$ cat config.mk
export PLATFORM = sky130hd
export DESIGN_NAME = mia_top
export DESIGN_NICKNAME = d
export VERILOG_FILES = /design/src/rtl/mia_pkg.sv /design/src/rtl/mia_ext_addr.sv /design/src/rtl/mia_top.sv
export SDC_FILE = /design/constraint.sdc
export NUM_CORES = 1
export LEC_CHECK = 0
export BUFFER_PORTS_ARGS = -buffer_cell sky130_fd_sc_hd__buf_4
export CORE_ASPECT_RATIO = 1.5
export CORE_UTILIZATION = 23
export CTS_CLUSTER_DIAMETER = 60
export CTS_CLUSTER_SIZE = 10
export DETAILED_ROUTE_END_ITERATION = 10
export GPL_TIMING_DRIVEN = 0
export MAX_ROUTING_LAYER = met4
export PLACE_DENSITY = 0.41
export REMOVE_ABC_BUFFERS = 1
export SYNTH_ARGS = -nofsm -noshare
export SYNTH_HDL_FRONTEND = slang
export SYNTH_HIERARCHICAL = 1
export SYNTH_SLANG_ARGS = --single-unit
$ cat constraint.sdc
create_clock -name mclk -period 2.2 [get_ports mclk]
set_input_delay 0.44 -clock mclk [delete_from_list [all_inputs] [get_ports mclk]]
set_output_delay 0.44 -clock mclk [all_outputs]
set_load 0.005 [all_outputs]
$ cat src/rtl/mia_pkg.sv
// Package with the constants and types of the indirect extended register window.
package mia_pkg;

   localparam int DATA_W = 16;
   localparam int MGMT_ADDR_W = 5;
   localparam int DEV_W = 5;

   // Direct management register offsets.
   localparam logic [4:0] REG_ACCESS_CTRL = 5'h0D;
   localparam logic [4:0] REG_ADDR_DATA = 5'h0E;

   // Field positions of the access-control register.
   localparam int FN_MSB = 15;
   localparam int FN_LSB = 14;
   localparam int DEV_MSB = 4;
   localparam int DEV_LSB = 0;

   // Values after reset, the address step and the value returned by an ignored read.
   localparam logic [15:0] CTRL_RESET = 16'h0000;
   localparam logic [15:0] ADDR_RESET = 16'h0000;
   localparam logic [15:0] RDATA_RESET = 16'h0000;
   localparam logic [15:0] ADDR_STEP = 16'h0001;
   localparam logic [15:0] READ_IGNORED = 16'h0000;

   // Function codes.
   localparam logic [1:0] FN_ADDRESS = 2'h0;
   localparam logic [1:0] FN_DATA = 2'h1;
   localparam logic [1:0] FN_DATA_INC = 2'h2;
   localparam logic [1:0] FN_DATA_INC_WR = 2'h3;

   // Supported device selects.
   localparam logic [4:0] DEV_VENDOR = 5'h1F;
   localparam logic [4:0] DEV_EEE3 = 5'h03;
   localparam logic [4:0] DEV_EEE7 = 5'h07;

   typedef enum logic [2:0]
   {
      ST_IDLE = 3'h1,
      ST_EXT = 3'h2,
      ST_DONE = 3'h4
   } mia_state_t;

   // True for a device select that the window serves.
   function automatic logic dev_supported(input logic [4:0] dev);
      dev_supported = (dev == DEV_VENDOR) || (dev == DEV_EEE3) ||
         (dev == DEV_EEE7);
   endfunction

   // True when an indirect access would land on the window's own registers.
   function automatic logic self_target(input logic [4:0] dev,
                                        input logic [15:0] addr);
      self_target = (dev == DEV_VENDOR) &&
         ((addr == {11'h000, REG_ACCESS_CTRL}) ||
          (addr == {11'h000, REG_ADDR_DATA}));
   endfunction

endpackage

$ cat src/rtl/mia_ext_addr.sv
// Internal extended address register with load and post-increment.
module mia_ext_addr
(
   // Clock and reset.
   input wire logic mclk,
   input wire logic rst_b,
   // Control.
   input wire logic load,
   input wire logic [15:0] load_value,
   input wire logic inc,
   // State.
   output logic [15:0] addr
);

   logic [15:0] addr_reg;
   logic [15:0] addr_next;

   // The value is held between operations; the sum is cut to 16 bits so the
   // top address wraps to zero.
   always_comb
   begin
      addr_next = addr_reg;
      if (load)
      begin
         addr_next = load_value;
      end
      else if (inc)
      begin
         addr_next = 16'(addr_reg + mia_pkg::ADDR_STEP);
      end
   end

   always_ff @(posedge mclk or negedge rst_b)
   begin
      if (!rst_b)
      begin
         addr_reg <= mia_pkg::ADDR_RESET;
      end
      else
      begin
         addr_reg <= addr_next;
      end
   end

   assign addr = addr_reg;

endmodule

$ cat src/rtl/mia_top.sv
// Indirect access window from direct management registers to extended space.
//
// Behaviour
// - Access control at register 0x0D, address/data at 0x0E, both direct.
// - Control bits 15:14 select address, data, data+increment, write-increment.
// - Function 00: address/data write loads the internal extended address.
// - Function 01: address/data write updates the addressed extended register.
// - Function 01: repeated writes hit the same register, address unchanged.
// - Function 01: address/data read returns the addressed extended register.
// - Function 01: repeated reads return the same register, address unchanged.
// - Internal address holds its value between operations.
// - Functions 10 and 11: each data write then increments the address.
// - Function 10: each data read then increments the address.
// - Control bits 4:0 select the target device, for example device 7.
// - Indirect accesses to the window's own two registers are ignored.
// - Only device selects 31, 3 and 7 are served; others ignored.
// - Function 11: reads leave the internal address unchanged.
module mia_top
(
   // Clock and reset.
   input wire logic mclk,
   input wire logic rst_b,
   // Direct management register port.
   input wire logic mgmt_req,
   input wire logic mgmt_we,
   input wire logic [4:0] mgmt_addr,
   input wire logic [15:0] mgmt_wdata,
   output logic mgmt_ack,
   output logic mgmt_busy,
   output logic [15:0] mgmt_rdata,
   // Extended register space port.
   output logic ext_req,
   output logic ext_we,
   output logic [4:0] ext_dev,
   output logic [15:0] ext_addr,
   output logic [15:0] ext_wdata,
   input wire logic [15:0] ext_rdata
);

   mia_pkg::mia_state_t state_reg;
   mia_pkg::mia_state_t state_next;
   logic [15:0] ctrl_reg;
   logic [15:0] ctrl_next;
   logic [15:0] rdata_reg;
   logic [15:0] rdata_next;
   logic we_reg;
   logic we_next;
   logic [15:0] wdata_reg;
   logic [15:0] wdata_next;
   logic addr_load;
   logic addr_inc;
   logic [1:0] fn;
   logic dev_ok;
   logic take;

   assign fn = ctrl_reg[mia_pkg::FN_MSB:mia_pkg::FN_LSB];
   assign dev_ok = mia_pkg::dev_supported(
      ctrl_reg[mia_pkg::DEV_MSB:mia_pkg::DEV_LSB]);
   // Requests that arrive while a transfer is in flight are dropped.
   assign take = mgmt_req && (state_reg == mia_pkg::ST_IDLE);

   mia_ext_addr u_addr
   (
      .mclk(mclk),
      .rst_b(rst_b),
      .load(addr_load),
      .load_value(mgmt_wdata),
      .inc(addr_inc),
      .addr(ext_addr)
   );

   always_comb
   begin
      state_next = state_reg;
      ctrl_next = ctrl_reg;
      rdata_next = rdata_reg;
      we_next = we_reg;
      wdata_next = wdata_reg;
      addr_load = 1'b0;
      addr_inc = 1'b0;
      unique case (state_reg)
         mia_pkg::ST_IDLE:
         begin
            if (take)
            begin
               state_next = mia_pkg::ST_DONE;
               rdata_next = mia_pkg::READ_IGNORED;
               if (mgmt_addr == mia_pkg::REG_ACCESS_CTRL)
               begin
                  if (mgmt_we)
                  begin
                     ctrl_next = mgmt_wdata;
                  end
                  else
                  begin
                     rdata_next = ctrl_reg;
                  end
               end
               else if (mgmt_addr == mia_pkg::REG_ADDR_DATA && dev_ok)
               begin
                  if (fn == mia_pkg::FN_ADDRESS)
                  begin
                     addr_load = mgmt_we;
                     rdata_next = mgmt_we ? mia_pkg::READ_IGNORED : ext_addr;
                  end
                  else if (!mia_pkg::self_target(ext_dev, ext_addr))
                  begin
                     state_next = mia_pkg::ST_EXT;
                     we_next = mgmt_we;
                     wdata_next = mgmt_wdata;
                  end
               end
            end
         end
         mia_pkg::ST_EXT:
         begin
            state_next = mia_pkg::ST_DONE;
            rdata_next = we_reg ? mia_pkg::READ_IGNORED : ext_rdata;
            // Function 01 never steps; 10 steps always; 11 only on writes.
            addr_inc = (fn == mia_pkg::FN_DATA_INC) ||
               ((fn == mia_pkg::FN_DATA_INC_WR) && we_reg);
         end
         mia_pkg::ST_DONE:
         begin
            state_next = mia_pkg::ST_IDLE;
         end
         default:
         begin
            state_next = mia_pkg::ST_IDLE;
         end
      endcase
   end

   always_ff @(posedge mclk or negedge rst_b)
   begin
      if (!rst_b)
      begin
         state_reg <= mia_pkg::ST_IDLE;
         ctrl_reg <= mia_pkg::CTRL_RESET;
         rdata_reg <= mia_pkg::RDATA_RESET;
         we_reg <= 1'b0;
         wdata_reg <= mia_pkg::RDATA_RESET;
      end
      else
      begin
         state_reg <= state_next;
         ctrl_reg <= ctrl_next;
         rdata_reg <= rdata_next;
         we_reg <= we_next;
         wdata_reg <= wdata_next;
      end
   end

   assign mgmt_ack = (state_reg == mia_pkg::ST_DONE);
   assign mgmt_busy = (state_reg != mia_pkg::ST_IDLE);
   assign mgmt_rdata = rdata_reg;
   assign ext_req = (state_reg == mia_pkg::ST_EXT);
   assign ext_we = we_reg;
   assign ext_wdata = wdata_reg;
   assign ext_dev = ctrl_reg[mia_pkg::DEV_MSB:mia_pkg::DEV_LSB];
endmodule

==> flow_summary_export.csv <==
group,metric,value,unit
outcome,status,"completed",
synthesis,synth-main-ff-cell,"dfrtp_1",
clock_tree,cts-root-buf,"clkbuf_16",
global_route,grt_max_degree,69,
drt,drt-initial-drc-count,164,
drt,totalWireLength,12.1,mm
setup_path,critPathKind,"reg2reg",
global_route,grt_usage,0.150,
synthesis,synth.area.top_cells,"dfrtp_1, mux2_2, o21ai_0",
clock_tree,cts_tree,"built",
floorplan,dieHeight,159,um
placement,dpl.hpwl,8.46,mm
cells_and_area,antenna_cells,0,
sta,drv_slew,0,
cells_and_area,nets,494,
synthesis,synth_top_area_frac,0.445,
synthesis,synthArstFlopShare,1.00,
synthesis,synth.cell_area,3770,um2
synthesis,syn_area_per_cell,10.4,um2
clock_tree,clockBufferDepth,2,
floorplan,ios,98,
setup_path,required,2.42,ns
run,drv_cap,0,
synthesis,synth_area_leader_cell,"dfrtp_1",
synthesis,ys_seq_elements,68,
setup_path,cp-end-kind,"register",
floorplan,die_x,106,um
power,p_leak,0.00224,uW
clock_tree,cts_sinks,68,
setup_path,critPathArrivalTime,2.34,ns
min_path,min_path_type,"in2async",
global_route,grt_pass1_vias,3199,
sta,grt_setup_unrepaired,"no",
floorplan,coreArea,15800,um2
clock_tree,cts_buffers,9,
drt,wl_per_cell,18.3,um
floorplan,placementRows,56,
synthesis,synth_edf_count,0,
sta,max_slew_margin,0.374,
drt,vias,3214,
global_route,grt_pass1_wl,18.7,mm
clock_tree,clk_latency,0.33,ns
synthesis,yosys-top-cells-count,"dfrtp_1, o21ai_0, inv_1, mux2_2, nor2_1",
placement,gp_congestion,0.759,
drt,via_per_inst,4.88,
synthesis,yosysMostFrequentCell,"dfrtp_1",
sta,clock-skew-final,0.00820,ns
clock_tree,htreeDepth,3,
cells_and_area,post_route_cells_drive_above_1_share,0.417,
power,finalPower,3340,uW
sta,clock.fmax,472,MHz
power,peakVddDrop,0.360,mV
sta,setup_viol,0,
clock_tree,ctsHoldBuffers,0,
global_route,antenna_found_initial,0,
drt,drc,0,
drt,drtPass1Iterations,4,
setup_path,path_cells,"nor4_2, nand4_1, o2111ai_4, buf_12, mux2_2",
synthesis,ys.warnings.count,6,
placement,portBuffers,97,
sta,post-route-period-util,0.963,
synthesis,synth_cell_type_count,56,
setup_path,slowest_stage,"dfrtp_1",
global_route,grt_overflow,0,
cells_and_area,areaGrowthSynthToFinish,34.8,%
cells_and_area,fin_area,5080,um2
floorplan,initial_core_util,0.238,
cells_and_area,fillers,1686,
drt,antenna_left,0,
sta,hold_viol,0,
synthesis,ys_seq_area_frac,0.452,
power,power_density,657,nW/um2
placement,dpl-instance-area,4630,um2
setup_path,cp_max_fo,12,
clock_tree,path_clk_slew,0.06,ns
setup_path,cp_slowest_stage_delay,0.49,ns
floorplan,die_area,16900,um2
sta,max_slew.worst_pin.slew,0.938,ns
synthesis,syn_inst,361,
sta,fin_crit,2.12,ns
setup_path,critPathLaunchType,"register",
## area by class of cell
type,count,area [um2],area share
multi-input combinational,245,1920,0.378
sequential,68,1710,0.337
timing repair buffer,105,817,0.161
clock buffer,14,284,0.0560
tap,203,254,0.0500
inverter,23,86.3,0.0170
clock inverter,1,5.00,0.000986
## worst paths after layout
kind	cells past startpoint	endpoint	startpoint	slack [ns]
worst max register to register	5	ext_wdata[5]	u_addr/addr[10]	0.08
max in group asynchronous	1	state_reg[2]	rst_b	1.25
worst min register to register	1	ctrl_reg[13]	ctrl_reg[13]	0.50
worst min-delay path	1	mgmt_rdata[11]	rst_b	0.24
worst max-delay path	5	ext_wdata[5]	u_addr/addr[10]	0.08
min in group mclk	3	u_addr/addr[6]	mgmt_wdata[6]	0.34
## timing repair
action,4_1_cts,5_1_grt
setup endpoints to repair,52,30
pin swaps,4,3
setup buffers,6,1
resized for setup,13,10
## cell usage in the layout, fill, tap and decap left out, types with 3 or more instances in the layout
cell type / synthesis / final
a211oi_1: 16 / 16
a21oi_1: 16 / 16
a221oi_1: 15 / 15
and4_2: 3 / 3
buf_4: 6 / 102
clkbuf_16: 0 / 9
clkbuf_8: 0 / 4
dfrtp_1: 67 / 62
dfrtp_2: 0 / 4
inv_1: 23 / 23
mux2_2: 23 / 23
mux2_4: 10 / 10
nand2_1: 20 / 20
nand2b_1: 5 / 5
nand3_1: 5 / 5
nand4_1: 4 / 4
nor2_1: 21 / 20
nor4_2: 1 / 3
o21ai_0: 44 / 44
xnor2_1: 7 / 7
xor2_1: 6 / 6
## logic make-up after synthesis
| group | Yosys count | synth area share |
|---|---|---|
| AND/OR/NAND/NOR | 90 | 0.151 |
| buffers and inverters | 48 | 0.0595 |
| XOR/XNOR | 13 | 0.0302 |
| AO/OA/AOI/OAI | 107 | 0.193 |
| multiplexers | 34 | 0.111 |
| flip-flops | 68 | 0.452 |
| adder cells (fa/ha/maj) | 1 | 0.00332 |
## per-stage QoR
stage               cells  setup TNS (ns)   util  setup WS (ns)  hold WS [ns]
global placement      636          -37.40  0.291          -1.27         0.487
floorplan             336           -4.74      -         -0.354         0.144
CTS                   658               0  0.318        0.00350         0.295
global route          659               0  0.321        0.00306         0.334
detailed placement    637          -32.97  0.293          -1.30         0.490
finish                659               0  0.321         0.0816         0.236
## power by group
part	internal, uW	switching [uW]
clock	879	534
sequential	1350	89.9
combinational	256	226
total	2490	850
## layer usage
layer,global-route usage,part of all wire
met4,0.0492,0.014
met3,0.0279,0.050
met1,0.183,0.42
met5,-,0
met2,0.249,0.51
## critical path: cells and delay by family, from the launching register on
| family | cells | cell delay [ns] |
|---|---|---|
| flops | 1 | 0.49 |
| compound gates | 1 | 0.32 |
| buf+inv | 1 | 0.19 |
| simple gates | 2 | 0.65 |
| mux | 1 | 0.34 |
Power figures use the tool's default switching activity.
